<file path="config.mk">
export PLATFORM = sky130hd
export DESIGN_NAME = apc_cfg_bank
export DESIGN_NICKNAME = d
export VERILOG_FILES = /design/src/rtl/apc_cfg_pkg.sv /design/src/rtl/apc_cfg_bank.sv
export VERILOG_INCLUDE_DIRS = /design/src /design/src/rtl
export SDC_FILE = /design/constraint.sdc
export NUM_CORES = 1
export LEC_CHECK = 0
export BUFFER_PORTS_ARGS = -buffer_cell sky130_fd_sc_hd__buf_2
export CAP_MARGIN = 40
export CORE_MARGIN = 1
export CORE_UTILIZATION = 45
export DETAILED_ROUTE_END_ITERATION = 16
export GPL_ROUTABILITY_DRIVEN = 0
export PLACE_DENSITY_LB_ADDON = 0.12
export SLEW_MARGIN = 20
export SYNTH_ARGS = -nofsm -noshare
export SYNTH_HDL_FRONTEND = slang
export SYNTH_SLANG_ARGS = --single-unit
</file>
<file path="constraint.sdc">
create_clock -name clk_sys -period 6.3 [get_ports clk_sys]
set_input_delay 1.26 -clock clk_sys [delete_from_list [all_inputs] [get_ports clk_sys]]
set_output_delay 1.26 -clock clk_sys [all_outputs]
set_load 0.1 [all_outputs]
</file>
<file path="src/rtl/apc_cfg_consts.svh">
// Offsets, field positions, reset values and timing counts of the APC config bank
`ifndef APC_CFG_CONSTS_SVH
`define APC_CFG_CONSTS_SVH

`define ADDR_RAM_LOCK_CONTROL   8'h47
`define ADDR_WAKE_CENTURY       8'h48
`define ADDR_PIN_DESIGNATION    8'h49
`define ADDR_LED_PME_EVENT      8'h4A
`define ADDR_INFRARED_EVENT     8'h4B
`define ADDR_GPIO_EVENT_WAKE    8'h4C

`define RST_PIN_DESIGNATION     8'hA0
`define RST_LED_PME_EVENT       8'h2D
`define RST_INFRARED_EVENT      8'h2D
`define RST_GPIO_EVENT_WAKE     8'h2D
`define RST_RAM_LOCK_CONTROL    8'h00
`define RST_WAKE_CENTURY        8'h00
`define UNMAPPED_READ           8'h00
`define RAM_BLOCKED_READ        8'hFF

`define RLR_UPPER_BLOCK_BIT     3
`define RLR_READ_BLOCK_BIT      4
`define RLR_WRITE_BLOCK_BIT     5
`define RLR_MASK_WRITE_BIT      6
`define RLR_LOCK_BIT            7
`define RLR_IMPLEMENTED_MASK    8'hF8

`define CENT_VALUE_MSB          5
`define CENT_DONT_CARE          2'h3

`define PD_PME_A_BIT            0
`define PD_PME_B_BIT            1
`define PD_LED_BIT              2
`define PD_GP24_BIT             3
`define PD_GP37_BIT             4
`define PD_GP10_TRIG_LSB        5
`define IR_GP33_BIT             6
`define IR_RESERVED_MASK        8'h7F
`define TRIG_LO_LSB             0
`define TRIG_HI_LSB             3
`define LED_MODE_LSB            6

`define LOW_RAM_LOCK_FIRST      7'h38
`define LOW_RAM_LOCK_LAST       7'h3F
`define UPPER_BLOCK_LAST        7'h1F

`define CLK_SYS_KHZ             20000
`define LED_BLINK_PERIOD_MS     1000
`define LED_BLINK_HALF_CYCLES   ((`LED_BLINK_PERIOD_MS * `CLK_SYS_KHZ) / 2)

`endif

</file>
<file path="src/rtl/apc_cfg_pkg.sv">
// Types shared by the APC configuration bank
package apc_cfg_pkg;

  typedef enum logic [2:0] {
    TRIG_LOW_LEVEL  = 3'h0,
    TRIG_HIGH_LEVEL = 3'h1,
    TRIG_FALLING    = 3'h5,
    TRIG_RISING     = 3'h6,
    TRIG_ANY_EDGE   = 3'h7
  } trig_code_type;

  typedef enum logic [1:0] {
    LED_HIGH_Z  = 2'h0,
    LED_DRIVE_0 = 2'h1,
    LED_BLINK   = 2'h2,
    LED_RSVD    = 2'h3
  } led_mode_type;

  typedef struct packed {
    logic       rd;
    logic       wr;
    logic       upper;
    logic [1:0] bank;
    logic [6:0] offset;
  } ram_access_type;

  typedef struct packed {
    logic gp_pin_ten;
    logic pm_event_in_a;
    logic pm_event_in_b;
    logic infrared_rx_a;
    logic infrared_rx_b;
    logic gp_pin_twelve;
  } event_hit_type;

endpackage : apc_cfg_pkg

</file>
<file path="src/rtl/apc_cfg_bank.sv">
// Battery-backed APC configuration bank: RAM guard, century match, pin mux, event triggers
`timescale 1ns/10ps
`include "apc_cfg_consts.svh"

module apc_cfg_bank #(
  parameter int unsigned BLINK_HALF_CYCLES = `LED_BLINK_HALF_CYCLES
) (
  input  wire logic                       clk_sys,
  input  wire logic                       rst,
  input  wire logic                       master_reset_pin,
  input  wire logic [7:0]                 reg_addr,
  input  wire logic [7:0]                 reg_wdata,
  input  wire logic                       reg_wr,
  input  wire logic                       reg_rd,
  output logic      [7:0]                 reg_rdata,
  input  wire apc_cfg_pkg::ram_access_type ram_req,
  input  wire logic [7:0]                 ram_rdata_raw,
  output logic                            ram_wr_allow,
  output logic      [7:0]                 ram_rdata,
  input  wire logic [7:0]                 century_now,
  output logic                            century_match,
  input  wire logic                       pad_pme_a_gp16,
  input  wire logic                       pad_pme_b_gp15,
  input  wire logic                       pad_irrx_a_gp24,
  input  wire logic                       pad_irrx_b_gp37,
  input  wire logic                       pad_ri_b_gp33,
  input  wire logic                       pad_gp_pin_ten,
  input  wire logic                       gp_pin_twelve,
  input  wire logic                       chip_select_zero,
  output logic                            pm_event_in_a,
  output logic                            pm_event_in_b,
  output logic                            gp_pin_sixteen,
  output logic                            gp_pin_fifteen,
  output logic                            infrared_rx_a,
  output logic                            infrared_rx_b,
  output logic                            gp_pin_twentyfour,
  output logic                            gp_pin_thirtyseven,
  output logic                            ring_indicate_b,
  output logic                            gp_pin_thirtythree,
  output logic                            led_cs_pin_out,
  output logic                            led_cs_pin_oe,
  output apc_cfg_pkg::event_hit_type      event_hit
);

  // A zero half period gives the blink divider nothing to count
  if (BLINK_HALF_CYCLES < 1) begin : g_blink_range
    $error("BLINK_HALF_CYCLES must be at least one");
  end

  localparam int NPIN = 7;

  // Common level/edge trigger decode; reserved codes never fire
  function automatic logic trig_hit(input logic [2:0] code, input logic cur, input logic prev);
    logic hit;
    hit = 1'b0;
    case (code)
      apc_cfg_pkg::TRIG_LOW_LEVEL:  hit = ~cur;
      apc_cfg_pkg::TRIG_HIGH_LEVEL: hit = cur;
      apc_cfg_pkg::TRIG_FALLING:    hit = prev & ~cur;
      apc_cfg_pkg::TRIG_RISING:     hit = ~prev & cur;
      apc_cfg_pkg::TRIG_ANY_EDGE:   hit = prev ^ cur;
      default:                      hit = 1'b0;
    endcase
    return hit;
  endfunction : trig_hit

  // Pin synchronisers: a change counts once stages two and three agree
  logic [NPIN-1:0] sync1_q;
  logic [NPIN-1:0] sync2_q;
  logic [NPIN-1:0] sync3_q;
  logic [NPIN-1:0] pin_q;
  logic [NPIN-1:0] pin_raw;

  assign pin_raw = {master_reset_pin, pad_gp_pin_ten, pad_ri_b_gp33, pad_irrx_b_gp37,
                    pad_irrx_a_gp24, pad_pme_b_gp15, pad_pme_a_gp16};

  always_ff @(posedge clk_sys or posedge rst) begin
    if (rst) begin
      sync1_q <= '0;
      sync2_q <= '0;
      sync3_q <= '0;
    end else begin
      sync1_q <= pin_raw;
      sync2_q <= sync1_q;
      sync3_q <= sync2_q;
    end
  end

  // Agree filter keeps a one-cycle glitch out of pin_q
  always_ff @(posedge clk_sys or posedge rst) begin
    if (rst) begin
      pin_q <= '0;
    end else begin
      for (int i = 0; i < NPIN; i++) begin
        if (sync2_q[i] == sync3_q[i]) begin
          pin_q[i] <= sync3_q[i];
        end
      end
    end
  end

  logic mr_q;
  assign mr_q = pin_q[6];

  // Register file; rst models first power-up only
  logic [7:0] ram_lock_control_q;
  logic [7:0] wake_century_compare_q;
  logic [7:0] pin_designation_config_q;
  logic [7:0] led_and_pme_event_config_q;
  logic [7:0] infrared_event_config_q;
  logic [7:0] gpio_event_wake_config_q;

  // Lock bits only ever set by software; master reset wins a same-cycle write
  always_ff @(posedge clk_sys or posedge rst) begin
    if (rst) begin
      ram_lock_control_q <= `RST_RAM_LOCK_CONTROL;
    end else if (mr_q) begin
      ram_lock_control_q <= `RST_RAM_LOCK_CONTROL;
    end else if (reg_wr && reg_addr == `ADDR_RAM_LOCK_CONTROL) begin
      ram_lock_control_q <= ram_lock_control_q | (reg_wdata & `RLR_IMPLEMENTED_MASK);
    end
  end

  // Master reset never reaches these
  always_ff @(posedge clk_sys or posedge rst) begin
    if (rst) begin
      wake_century_compare_q     <= `RST_WAKE_CENTURY;
      pin_designation_config_q   <= `RST_PIN_DESIGNATION;
      led_and_pme_event_config_q <= `RST_LED_PME_EVENT;
      infrared_event_config_q    <= `RST_INFRARED_EVENT;
      gpio_event_wake_config_q   <= `RST_GPIO_EVENT_WAKE;
    end else if (reg_wr) begin
      case (reg_addr)
        `ADDR_WAKE_CENTURY:    wake_century_compare_q     <= reg_wdata;
        `ADDR_PIN_DESIGNATION: pin_designation_config_q   <= reg_wdata;
        `ADDR_LED_PME_EVENT:   led_and_pme_event_config_q <= reg_wdata;
        `ADDR_INFRARED_EVENT:  infrared_event_config_q    <= reg_wdata & `IR_RESERVED_MASK;
        `ADDR_GPIO_EVENT_WAKE: gpio_event_wake_config_q   <= reg_wdata;
        default: ;
      endcase
    end
  end

  // Read data stands for exactly one cycle after the strobe
  logic [7:0] rd_mux;
  always_comb begin
    case (reg_addr)
      `ADDR_RAM_LOCK_CONTROL: rd_mux = ram_lock_control_q;
      `ADDR_WAKE_CENTURY:     rd_mux = wake_century_compare_q;
      `ADDR_PIN_DESIGNATION:  rd_mux = pin_designation_config_q;
      `ADDR_LED_PME_EVENT:    rd_mux = led_and_pme_event_config_q;
      `ADDR_INFRARED_EVENT:   rd_mux = infrared_event_config_q;
      `ADDR_GPIO_EVENT_WAKE:  rd_mux = gpio_event_wake_config_q;
      default:                rd_mux = `UNMAPPED_READ;
    endcase
  end

  always_ff @(posedge clk_sys or posedge rst) begin
    if (rst) begin
      reg_rdata <= 8'h00;
    end else begin
      reg_rdata <= reg_rd ? rd_mux : 8'h00;
    end
  end

  // RAM access guard
  logic upper_blk;
  logic rd_blk;
  logic wr_blk;
  logic mask_wr;
  logic lock;
  logic in_first32;
  logic in_lock_win;
  logic wr_block_all;
  logic rd_block_all;

  assign upper_blk   = ram_lock_control_q[`RLR_UPPER_BLOCK_BIT];
  assign rd_blk      = ram_lock_control_q[`RLR_READ_BLOCK_BIT];
  assign wr_blk      = ram_lock_control_q[`RLR_WRITE_BLOCK_BIT];
  assign mask_wr     = ram_lock_control_q[`RLR_MASK_WRITE_BIT];
  assign lock        = ram_lock_control_q[`RLR_LOCK_BIT];
  assign in_first32  = ram_req.upper && (ram_req.offset <= `UPPER_BLOCK_LAST);
  // Lock window applies to direct bank locations, not the upper data port
  assign in_lock_win = !ram_req.upper && (ram_req.offset >= `LOW_RAM_LOCK_FIRST)
                       && (ram_req.offset <= `LOW_RAM_LOCK_LAST);

  assign wr_block_all = (ram_req.upper && upper_blk)
                      || (in_first32 && wr_blk)
                      || (mask_wr && (ram_req.upper || ram_req.bank == 2'h0))
                      || (in_lock_win && lock);
  assign rd_block_all = (ram_req.upper && upper_blk)
                      || (in_first32 && rd_blk)
                      || (in_lock_win && lock);

  always_ff @(posedge clk_sys or posedge rst) begin
    if (rst) begin
      ram_wr_allow <= 1'b0;
    end else begin
      ram_wr_allow <= ram_req.wr && !wr_block_all;
    end
  end

  // Read data holds until the next read
  always_ff @(posedge clk_sys or posedge rst) begin
    if (rst) begin
      ram_rdata <= 8'h00;
    end else if (ram_req.rd) begin
      ram_rdata <= rd_block_all ? `RAM_BLOCKED_READ : ram_rdata_raw;
    end
  end

  // Century compare
  always_ff @(posedge clk_sys or posedge rst) begin
    if (rst) begin
      century_match <= 1'b0;
    end else begin
      century_match <= (wake_century_compare_q[7:6] == `CENT_DONT_CARE)
                     || (wake_century_compare_q[`CENT_VALUE_MSB:0]
                         == century_now[`CENT_VALUE_MSB:0]);
    end
  end

  // Pin designation routing; the unselected function reads idle low
  logic sel_pme_a;
  logic sel_pme_b;
  logic sel_led;
  logic sel_gp24;
  logic sel_gp37;
  logic sel_gp33;

  assign sel_pme_a = pin_designation_config_q[`PD_PME_A_BIT];
  assign sel_pme_b = pin_designation_config_q[`PD_PME_B_BIT];
  assign sel_led   = pin_designation_config_q[`PD_LED_BIT];
  assign sel_gp24  = pin_designation_config_q[`PD_GP24_BIT];
  assign sel_gp37  = pin_designation_config_q[`PD_GP37_BIT];
  assign sel_gp33  = infrared_event_config_q[`IR_GP33_BIT];

  // Event enables of deselected inputs are software's job; the mux does not gate them
  always_ff @(posedge clk_sys or posedge rst) begin
    if (rst) begin
      pm_event_in_a      <= 1'b0;
      gp_pin_sixteen     <= 1'b0;
      pm_event_in_b      <= 1'b0;
      gp_pin_fifteen     <= 1'b0;
      infrared_rx_a      <= 1'b0;
      gp_pin_twentyfour  <= 1'b0;
      infrared_rx_b      <= 1'b0;
      gp_pin_thirtyseven <= 1'b0;
      ring_indicate_b    <= 1'b0;
      gp_pin_thirtythree <= 1'b0;
    end else begin
      pm_event_in_a      <= sel_pme_a & pin_q[0];
      gp_pin_sixteen     <= ~sel_pme_a & pin_q[0];
      pm_event_in_b      <= sel_pme_b & pin_q[1];
      gp_pin_fifteen     <= ~sel_pme_b & pin_q[1];
      infrared_rx_a      <= ~sel_gp24 & pin_q[2];
      gp_pin_twentyfour  <= sel_gp24 & pin_q[2];
      infrared_rx_b      <= ~sel_gp37 & pin_q[3];
      gp_pin_thirtyseven <= sel_gp37 & pin_q[3];
      ring_indicate_b    <= ~sel_gp33 & pin_q[4];
      gp_pin_thirtythree <= sel_gp33 & pin_q[4];
    end
  end

  // LED blink: free-running half-period counter
  logic [31:0] blink_cnt_q;
  logic        blink_q;
  logic        blink_wrap;

  assign blink_wrap = (blink_cnt_q == BLINK_HALF_CYCLES - 1);

  always_ff @(posedge clk_sys or posedge rst) begin
    if (rst) begin
      blink_cnt_q <= 32'h0000_0000;
    end else if (blink_wrap) begin
      blink_cnt_q <= 32'h0000_0000;
    end else begin
      blink_cnt_q <= blink_cnt_q + 32'h0000_0001;
    end
  end

  // Free-running, so the first phase after a mode change is not aligned
  always_ff @(posedge clk_sys or posedge rst) begin
    if (rst) begin
      blink_q <= 1'b0;
    end else if (blink_wrap) begin
      blink_q <= ~blink_q;
    end
  end

  apc_cfg_pkg::led_mode_type led_mode;
  assign led_mode = apc_cfg_pkg::led_mode_type'(led_and_pme_event_config_q[7:`LED_MODE_LSB]);

  // Reserved LED mode floats, the safest choice for an undefined setting
  always_ff @(posedge clk_sys or posedge rst) begin
    if (rst) begin
      led_cs_pin_out <= 1'b0;
      led_cs_pin_oe  <= 1'b0;
    end else if (!sel_led) begin
      led_cs_pin_out <= chip_select_zero;
      led_cs_pin_oe  <= 1'b1;
    end else begin
      case (led_mode)
        apc_cfg_pkg::LED_DRIVE_0: begin
          led_cs_pin_out <= 1'b0;
          led_cs_pin_oe  <= 1'b1;
        end
        apc_cfg_pkg::LED_BLINK: begin
          led_cs_pin_out <= blink_q;
          led_cs_pin_oe  <= 1'b1;
        end
        default: begin
          led_cs_pin_out <= 1'b0;
          led_cs_pin_oe  <= 1'b0;
        end
      endcase
    end
  end

  // Event trigger detection on routed inputs, synchronised gp pin ten and raw gp_pin_twelve
  logic [5:0] ev_cur;
  logic [5:0] ev_prev_q;

  assign ev_cur = {pin_q[5], pm_event_in_a, pm_event_in_b,
                   infrared_rx_a, infrared_rx_b, gp_pin_twelve};

  always_ff @(posedge clk_sys or posedge rst) begin
    if (rst) begin
      ev_prev_q <= '0;
    end else begin
      ev_prev_q <= ev_cur;
    end
  end

  always_ff @(posedge clk_sys or posedge rst) begin
    if (rst) begin
      event_hit <= '0;
    end else begin
      event_hit.gp_pin_ten    <= trig_hit(pin_designation_config_q[7:`PD_GP10_TRIG_LSB],
                                          ev_cur[5], ev_prev_q[5]);
      event_hit.pm_event_in_a <= trig_hit(led_and_pme_event_config_q[2:`TRIG_LO_LSB],
                                          ev_cur[4], ev_prev_q[4]);
      event_hit.pm_event_in_b <= trig_hit(led_and_pme_event_config_q[5:`TRIG_HI_LSB],
                                          ev_cur[3], ev_prev_q[3]);
      event_hit.infrared_rx_a <= trig_hit(infrared_event_config_q[2:`TRIG_LO_LSB],
                                          ev_cur[2], ev_prev_q[2]);
      event_hit.infrared_rx_b <= trig_hit(infrared_event_config_q[5:`TRIG_HI_LSB],
                                          ev_cur[1], ev_prev_q[1]);
      event_hit.gp_pin_twelve <= trig_hit(gpio_event_wake_config_q[2:`TRIG_LO_LSB],
                                          ev_cur[0], ev_prev_q[0]);
    end
  end

endmodule : apc_cfg_bank

</file>
==> results.sh, run 1 <==
export IMPL_outcome="completed"
export IMPL_mappedNetlistArea_um2=6389
export IMPL_drc=0
export IMPL_grt_setup_unrepaired="false"
export IMPL_max_cap_violations=0
export IMPL_layout_drive_gt1_share=0.3295
export IMPL_dieArea_um2=14680
export IMPL_syn_inst=491
export IMPL_synth_edf_count=0
export IMPL_slowest_stage="buf_2"
export IMPL_ios=93
export IMPL_place_hpwl_um=8524
export IMPL_dr_pass1_iters=4
export IMPL_instances_no_fill=781
export IMPL_via_per_inst=5.293
export IMPL_fin_skew_ns=0.005619
export IMPL_crit_path_max_fanout=5
export IMPL_clockRootBuffer="clkbuf_16"
export IMPL_seq_power_share=0.436
export IMPL_grtUsageTotal=0.1824
export IMPL_cts_resized=0
export IMPL_worst_path_largest_cell_delay_ns=0.47
export IMPL_p_sw_frac=0.2498
export IMPL_wire_per_inst_um=15.68
export IMPL_ff2ff_setup_slack_ns=4.32
export IMPL_num_nets_final=659
export IMPL_p_sw_mw=0.5834
export IMPL_post_place_ws_ns=3.370
export IMPL_fill_cells=1179
export IMPL_cts_sinks=147
export IMPL_fin_tns_setup_ns=0
export IMPL_crit_arrival_ns=1.32
export IMPL_start_kind="flip-flop"
export IMPL_leakagePower_nw=3.560
export IMPL_slew_headroom=0.4568
export IMPL_clkTransAtPathRegs_ns=0.06
export IMPL_grt_overflow=0
export IMPL_tightest_slew_ns=0.8118
export IMPL_htreeDepth=4
export IMPL_syn_num_nets=562
export IMPL_antenna_found_initial=0
export IMPL_regArea_um2=3696
export IMPL_yosys_warnings=0
export IMPL_crit_required_ns=5.04
export IMPL_cp_top_family="buffers and inverters"
export IMPL_powerDensity_nw_per_um2=305.5
export IMPL_period_minus_slack_ns=2.582
export IMPL_grt_pass1_wl_um=20220
export IMPL_power_frac_clock=0.457
export IMPL_hold_path_class="reg -> reg"
export IMPL_ir_drop_v=0.0001803
export IMPL_holdBufCountCts=0
export IMPL_tritoncts="built"
export IMPL_grt_pass1_vias=4105
export IMPL_avgSynthCellArea_um2=13.01
export IMPL_hold_viol_final=0
export IMPL_fin_crit_sh=0.4098
export IMPL_crit_buf_inv=1
export IMPL_postLayoutSetupSlackWorst_ns=3.718
export IMPL_synth_yosys_seq_area_share=0.5785
export IMPL_grt_max_degree=87
export IMPL_ctsLongestPathBuffers=2
export IMPL_die_w_um=121.2
export IMPL_path_cells="buf_2"
export IMPL_fin_hold_ws_ns=0.3455
export IMPL_placed_cells=746
export IMPL_drv_slew=0
export IMPL_vias=4134
export IMPL_drt_total_wl_um=12250
export IMPL_n_antenna_cell=0
export IMPL_core_area_um2=13880
export IMPL_synth_top_flop_cell="dfrtp_1"
export IMPL_path_class="reg -> out"
export IMPL_fmax_ghz=0.3874
export IMPL_drt_antenna_violating_nets=0
export IMPL_synthDistinctLibCells=64
export IMPL_setup_viol_count_final=0
export IMPL_cp_end_kind="output pin"
export IMPL_dieHeight_um=121.2
export IMPL_combPwrFrac=0.106
export IMPL_io_buffers=87
export IMPL_post_cts_setup_buffers=0
export IMPL_numCtsBuffers=17
export IMPL_power_internal_mw=1.752
export IMPL_utilization=0.5507
export IMPL_ys_async_sr_fraction=1.000
export IMPL_area_growth_pct=19.66
export IMPL_ys_ff_latch=147
export IMPL_placementRows=43
export IMPL_start_util=0.4602
export IMPL_multi_input_area_um2=2487
export IMPL_drt_initial_drc_count=204
export IMPL_worst_skew_pair_late_latency_ns=0.42
==> synth_stat cells (3+ instances only) <==
cell / instances / area share
o21ai_0: 11 / 0.0086
nand4_1: 14 / 0.014
nor4_1: 4 / 0.0039
xnor2_1: 23 / 0.032
and2_1: 6 / 0.0059
a21oi_1: 16 / 0.013
maj3_1: 7 / 0.011
xor2_1: 12 / 0.016
mux2_2: 38 / 0.067
mux4_2: 7 / 0.025
o211ai_1: 3 / 0.0035
a22oi_1: 5 / 0.0059
inv_1: 22 / 0.013
o22a_1: 8 / 0.011
nor3_1: 8 / 0.0063
clkbuf_8: 4 / 0.0086
nor2_1: 31 / 0.018
mux2i_1: 5 / 0.0078
dfstp_2: 14 / 0.058
nand3_1: 20 / 0.016
nor2b_1: 11 / 0.011
nand2_1: 19 / 0.011
a32oi_1: 3 / 0.0041
dfrtp_1: 133 / 0.52
ha_1: 14 / 0.027
clkbuf_1: 3 / 0.0018
a22o_1: 6 / 0.0082
==> metrics by stage <==
| stage | total power [mW] | instance area (um2) |
|---|---|---|
| detailed placement | 1.284 | 6939 |
| finish | 2.335 | 7645 |
| floorplan | 1.220 | 6389 |
| global placement | 1.276 | 6939 |
| CTS | 2.365 | 7582 |
| global route | 2.421 | 7645 |
==> power by group through the flow <==
stage,combinational (mW),sequential (mW),clock (mW)
finish,0.249,1.02,1.07
global route,0.266,1.02,1.13
CTS,0.248,1.02,1.10
detailed placement,0.247,1.04,0
global placement,0.243,1.03,0
floorplan,0.0790,1.14,0
==> kinds of logic after synthesis <==
| logic type | share of synthesized area |
|---|---|
| flops | 0.5785 |
| simple gates | 0.1326 |
| compound gates | 0.06855 |
| mux | 0.1018 |
| xor+xnor | 0.04798 |
| buf+inv | 0.03212 |
| fa+ha+maj | 0.03839 |
==> registers in the layout, summed over array words and instances, names as in the netlist, 6 cells and up <==
signal                      count
blink_cnt_q                    32
gpio_event_wake_config_q        8
led_and_pme_event_config_q      8
pin_designation_config_q        8
ram_rdata                       8
reg_rdata                       8
wake_century_compare_q          8
infrared_event_config_q         7
pin_q                           7
sync1_q                         7
sync2_q                         7
sync3_q                         7
ev_prev_q                       6
event_hit                       6
==> path summary, 6_finish.rpt <==
| kind | cells past startpoint | end | start |
|---|---|---|---|
| worst max-delay path | 1 | pm_event_in_b | pm_event_in_b$_DFF_PP0_ |
| worst min-delay path | 0 | sync2_q[2]$_DFF_PP0_ | sync1_q[2]$_DFF_PP0_ |
| worst max register to register | 5 | blink_cnt_q[10]$_DFF_PP0_ | blink_cnt_q[0]$_DFF_PP0_ |
| worst min register to register | 0 | sync2_q[2]$_DFF_PP0_ | sync1_q[2]$_DFF_PP0_ |
| max in group asynchronous | 5 | pin_q[6]$_DFFE_PP0N_ | rst |
| min in group asynchronous | 2 | sync2_q[0]$_DFF_PP0_ | rst |
==> layer usage <==
layer  global-route usage  part of all wire  up-vias  routed length [um]
li1                     -                 -     1961                   -
met1               0.2317              0.44     2052                5432
met2               0.2929              0.49      107                5969
met3              0.05263             0.056       14                 683
met4              0.07330             0.013        0                 163
met5                    0                 0        -                   0
==> cells in the final DEF, fill, tap and decap left out, drive strengths merged, types with 3 or more instances in the layout <==
cell	instances
dfrtp	133
buf	91
mux2	39
nor2	31
clkbuf	25
xnor2	23
inv	22
nand3	22
nand2	19
a21oi	16
nand4	16
ha	14
dfstp	14
xor2	12
o21ai	12
nor2b	11
nor3	9
o22a	8
mux4	7
maj3	7
and2	7
a22o	6
a22oi	5
mux2i	5
nor4	5
a32oi	3
o211ai	3
bufinv	3
clkinvlp	3
and4	3
nor4b	3
==> layout make-up <==
| cell class | count | area share |
|---|---|---|
| Clock buffer | 25 | 0.06874 |
| Multi-Input combinational cell | 309 | 0.3254 |
| Sequential cell | 147 | 0.4835 |
| Inverter | 22 | 0.01146 |
| Timing Repair Buffer | 91 | 0.06612 |
| Tap cell | 180 | 0.02946 |
| Clock inverter | 7 | 0.01538 |
(Power assumes the default switching activity.)
==> run 2, diff against run 1 <==
clock period = 2.6 ns   (was 6.3 ns; I/O delays follow)
==> run 2 against run 1 <==
Effect of this change: critical path depth up 4; register-to-register slack worse by 3.7 ns; combinational power up 140%; global-route usage about the same; critical path type is now reg -> reg; hold slack worse by 0.15 ns; count of clock-buffer cells in the layout down 2; total power up 130%; final area down 1.2%; cell count unchanged; sequential power up 140%; non-clock buffer count unchanged; clock power up 120%.
==> results.sh, run 2 (synthesis gave the netlist of run 1 again) <==
export IMPL_die_w_um=121.2
export IMPL_leakagePower_nw=3.517
export IMPL_fin_tns_setup_ns=0
export IMPL_placed_area_um2=6985
export IMPL_hold_viol_final=0
export IMPL_ir_drop_v=0.0004214
export IMPL_numCtsBuffers=17
export IMPL_drt_antenna_violating_nets=0
export IMPL_use_met3=0.04511
export IMPL_top_register="blink_cnt_q"
export IMPL_clkTransAtPathRegs_ns=0.06
export IMPL_fin_crit_sh=0.7567
export IMPL_io_buffers=87
export IMPL_crit_path_max_fanout=10
export IMPL_seq_power_share=0.459
export IMPL_final_cell_mix="133 x dfrtp_1, 87 x buf_2, 38 x mux2_2"
export IMPL_path_class="reg -> reg"
export IMPL_grt_setup_unrepaired="false"
export IMPL_dr_pass1_iters=4
export IMPL_cp_end_kind="flip-flop"
export IMPL_placed_cells=749
export IMPL_worst_skew_pair_late_latency_ns=0.43
export IMPL_drt_initial_drc_count=150
export IMPL_p_sw_frac=0.2635
export IMPL_crit_arrival_ns=2.30
export IMPL_combPwrFrac=0.111
export IMPL_grtUsageTotal=0.1819
export IMPL_fmax_ghz=0.5083
export IMPL_drt_total_wl_um=12240
export IMPL_area_growth_pct=18.25
export IMPL_n_antenna_cell=0
export IMPL_via_per_inst=5.252
export IMPL_period_minus_slack_ns=1.967
export IMPL_wire_per_inst_um=15.67
export IMPL_holdBufCountCts=0
export IMPL_crit_required_ns=2.93
export IMPL_grt_busiest_layer="met2"
export IMPL_setup_viol_count_final=0
export IMPL_clockRootBuffer="clkbuf_16"
export IMPL_tritoncts="built"
export IMPL_drv_slew=0
export IMPL_grt_overflow=0
export IMPL_cts_resized=0
export IMPL_core_area_um2=13880
export IMPL_dieArea_um2=14680
export IMPL_power_internal_mw=3.964
export IMPL_outcome="completed"
export IMPL_start_kind="flip-flop"
export IMPL_grt_pass1_vias=4061
export IMPL_grt_pass1_wl_um=20110
export IMPL_drc=0
export IMPL_htreeDepth=4
export IMPL_tightest_slew_ns=0.7953
export IMPL_post_cts_setup_buffers=0
export IMPL_start_util=0.4602
export IMPL_p_sw_mw=1.418
export IMPL_fin_skew_ns=0.02180
export IMPL_vias=4102
export IMPL_final_area_um2=7555
export IMPL_instances_no_fill=781
export IMPL_slew_headroom=0.4658
export IMPL_antenna_found_initial=0
export IMPL_max_cap_violations=0
export IMPL_ios=93
export IMPL_placementRows=43
export IMPL_grt_max_degree=76
export IMPL_hold_path_class="in -> reg"
export IMPL_layout_cells_most_common="dfrtp_1"
export IMPL_powerDensity_nw_per_um2=712.4
export IMPL_ctsLongestPathBuffers=2
export IMPL_largest_reg_flops=32
export IMPL_met1_usage=0.2312
export IMPL_num_nets_final=659
export IMPL_cts_sinks=147
export IMPL_place_hpwl_um=8571
export IMPL_layout_drive_gt1_share=0.3278
export IMPL_dieHeight_um=121.2
export IMPL_power_frac_clock=0.430
export IMPL_grt_use_met2=0.2946
run 2: worst max-delay path, cell delays in order, from the launching register on:
cell	delay [ns]
dfrtp_1	0.38
ha_1	0.20
nand3_1	0.17
or2_0	0.39
nor3_4	0.52
xor2_1	0.22
run 2: power by group through the flow:
stage | logic (mW) | clock network [mW] | registers [mW]
after global placement | 0.595 | 0 | 2.50
after global routing | 0.642 | 2.47 | 2.48
after floorplan | 0.192 | 0 | 2.77
after detailed placement | 0.606 | 0 | 2.51
final | 0.599 | 2.31 | 2.47
after CTS | 0.607 | 2.38 | 2.47
run 2: layer usage:
metal | wire length, um | vias to the layer above
li1 | - | 1952
met1 | 5504 | 2028
met2 | 5885 | 104
met3 | 649 | 18
met4 | 196 | 0
met5 | 0 | -
run 2: final timing paths:
check	slack, ns	depth (start not counted)	endpoint	from
setup / recovery	0.63	5	blink_q$_DFFE_PP0N_	blink_cnt_q[0]$_DFF_PP0_
hold / removal	0.19	1	sync1_q[3]$_DFF_PP0_	pad_irrx_b_gp37
setup reg to reg	0.63	5	blink_q$_DFFE_PP0N_	blink_cnt_q[0]$_DFF_PP0_
hold reg to reg	0.35	0	sync2_q[1]$_DFF_PP0_	sync1_q[1]$_DFF_PP0_
max in group asynchronous	2.00	3	led_and_pme_event_config_q[5]$_DFFE_PP1P_	rst
min in group asynchronous	0.22	3	gp_pin_thirtythree$_DFF_PP0_	rst
run 2: metrics by stage:
stage	setup WS [ns]	total power, mW	utilization	hold slack [ns]
3_5_place_dp	0.4385	3.115	0.5032	0.3347
5_1_grt	0.4743	5.594	0.5443	0.1814
3_3_place_gp	0.4783	3.098	0.5032	0.3349
2_1_floorplan	0.2444	2.958	-	0.3312
4_1_cts	0.5983	5.453	0.5443	0.1812
6_report	0.6326	5.382	0.5443	0.1945
run 2: final cells by class:
cell class	instances	area, um2
multi-input cells	309	2487
repair buffers	91	490.5
clock buffers	23	488.0
inverters	22	86.33
fillers	1193	6326
clock inverters	9	81.33
well taps	180	225.2
flip-flops and latches	147	3696
==> run 3, diff against run 2 <==
clock period = 2 ns   (was 2.6 ns; I/O delays follow)
==> run 3 against run 2 <==
Effect of this change: the flow now finishes with violations (DRC); total power is 35% higher; maximum frequency is 9.7% higher; clock power is 41% higher; combinational power is 32% higher; register-to-register slack worse by 0.43 ns; die area stayed put; core utilization is 0.89 points higher; sequential share of layout area is 0.79 points lower; highest routed layer unchanged; routed wire length is 1.7% higher; worst setup slack worse by 0.43 ns; sequential power is 30% higher; clock skew is 0.012 ns lower.
==> results.sh, run 3 (synthesis gave the netlist of run 1 again) <==
export IMPL_fin_skew_ns=0.009484
export IMPL_final_cell_mix="133 x dfrtp_1, 87 x buf_2, 38 x mux2_2"
export IMPL_outcome="finished with violations"
export IMPL_ir_drop_v=0.0005833
export IMPL_path_class="reg -> reg"
export IMPL_r2r_cells=5
export IMPL_worst_path_largest_cell_delay_ns=0.56
export IMPL_vias=4152
export IMPL_grt_overflow=0
export IMPL_max_cap_violations=0
export IMPL_cts_sinks=147
export IMPL_fin_hold_ws_ns=0.008193
export IMPL_dieArea_um2=14680
export IMPL_grt_setup_unrepaired="false"
export IMPL_num_nets_final=670
export IMPL_path_cells="ha_1 -> nand3_1 -> or2_0 -> or4_1 -> nand3_1"
export IMPL_cts_resized=0
export IMPL_setup_viol_count_final=0
export IMPL_hold_viol_final=0
export IMPL_instances_no_fill=792
export IMPL_grtUsageTotal=0.1848
export IMPL_period_minus_slack_ns=1.793
export IMPL_tightest_slew_ns=0.5501
export IMPL_drt_antenna_violating_nets=0
export IMPL_crit_buf_inv=0
export IMPL_worst_path_most_repeated_cell="nand3_1"
export IMPL_worstSetupPathDepth=5
export IMPL_io_buffers=87
export IMPL_dieHeight_um=121.2
export IMPL_top_register="blink_cnt_q"
export IMPL_crit_arrival_ns=2.15
export IMPL_layout_drive_gt1_share=0.3431
export IMPL_via_per_inst=5.242
export IMPL_placementRows=43
export IMPL_die_w_um=121.2
export IMPL_numCtsBuffers=17
export IMPL_powerDensity_nw_per_um2=943.4
export IMPL_r2r_start="blink_cnt_q[0]$_DFF_PP0_"
export IMPL_antenna_found_initial=0
export IMPL_largest_reg_flops=32
export IMPL_r2r_end="blink_cnt_q[12]$_DFF_PP0_"
export IMPL_fmax_ghz=0.5578
export IMPL_leakagePower_nw=3.590
export IMPL_area_growth_pct=20.19
export IMPL_ctsLongestPathBuffers=2
export IMPL_worst_skew_pair_late_latency_ns=0.42
export IMPL_crit_path_max_fanout=5
export IMPL_grt_pass1_vias=4159
export IMPL_utilization=0.5532
export IMPL_fin_crit_sh=0.8964
export IMPL_slowest_stage="or4_1"
export IMPL_drc=2
export IMPL_post_cts_setup_buffers=0
export IMPL_dr_pass1_iters=12
export IMPL_start_util=0.4602
export IMPL_placed_cells=760
export IMPL_crit_required_ns=2.36
export IMPL_drt_initial_drc_count=125
export IMPL_tritoncts="built"
export IMPL_n_antenna_cell=0
export IMPL_ios=93
export IMPL_core_area_um2=13880
export IMPL_wire_per_inst_um=15.72
export IMPL_grt_max_degree=56
export IMPL_drv_slew=0
export IMPL_drt_total_wl_um=12450
export IMPL_place_hpwl_um=8997
export IMPL_cp_end_kind="flip-flop"
export IMPL_cp_top_family="simple AND/OR/NAND/NOR gates"
export IMPL_clockRootBuffer="clkbuf_16"
export IMPL_layout_cells_most_common="dfrtp_1"
export IMPL_ff2ff_setup_slack_ns=0.21
export IMPL_violations="DRC"
export IMPL_start_kind="flip-flop"
export IMPL_holdBufCountCts=0
export IMPL_hold_path_class="in -> async"
export IMPL_htreeDepth=4
export IMPL_clkTransAtPathRegs_ns=0.06
export IMPL_slew_headroom=0.6308
export IMPL_grt_pass1_wl_um=20530
-- run 3: worst max path at each step --
stage	start	slack, ns	endpoint
after floorplan	rst	-0.24	blink_cnt_q[0]$_DFF_PP0_
after global placement	reg_addr[5]	0.10	led_and_pme_event_config_q[4]$_DFFE_PP0P_
after detailed placement	reg_addr[5]	0.06	led_and_pme_event_config_q[6]$_DFFE_PP0P_
after CTS	blink_cnt_q[0]$_DFF_PP0_	0.20	blink_cnt_q[12]$_DFF_PP0_
after global routing	blink_cnt_q[0]$_DFF_PP0_	0.08	blink_cnt_q[12]$_DFF_PP0_
final	blink_cnt_q[0]$_DFF_PP0_	0.21	blink_cnt_q[12]$_DFF_PP0_
-- run 3: final cells by class --
type                    count  area, um2
fillers                  1206       6202
flip-flops and latches    147       3696
multi-input cells         309       2487
repair buffers            102      573.1
clock buffers              19      452.9
well taps                 180      225.2
clock inverters            13      157.7
inverters                  22      86.33
-- run 3: metrics by stage --
step                setup TNS (ns)  power (mW)  instance area, um2  worst slack (ns)
floorplan                   -31.33       3.845                6392           -0.2356
global placement                 0       4.033                7068            0.1038
detailed placement               0       4.062                7068           0.05553
CTS                              0       7.320                7679            0.2018
global route                     0       7.520                7679           0.07882
finish                           0       7.244                7679            0.2072
-- run 3: where the power goes --
group	total (mW)	switching, mW	internal [mW]
clock	3.25	1.23	2.02
sequential	3.21	0.0913	3.12
combinational	0.788	0.581	0.207
-- run 3: metal layers --
metal  vias up  global-route usage  share of wire
met4         0             0.08719          0.020
met1      2064              0.2330           0.44
li1       1973                   -              -
met3        19             0.04088          0.038
met2        96              0.3025           0.50
met5         -                   0              0
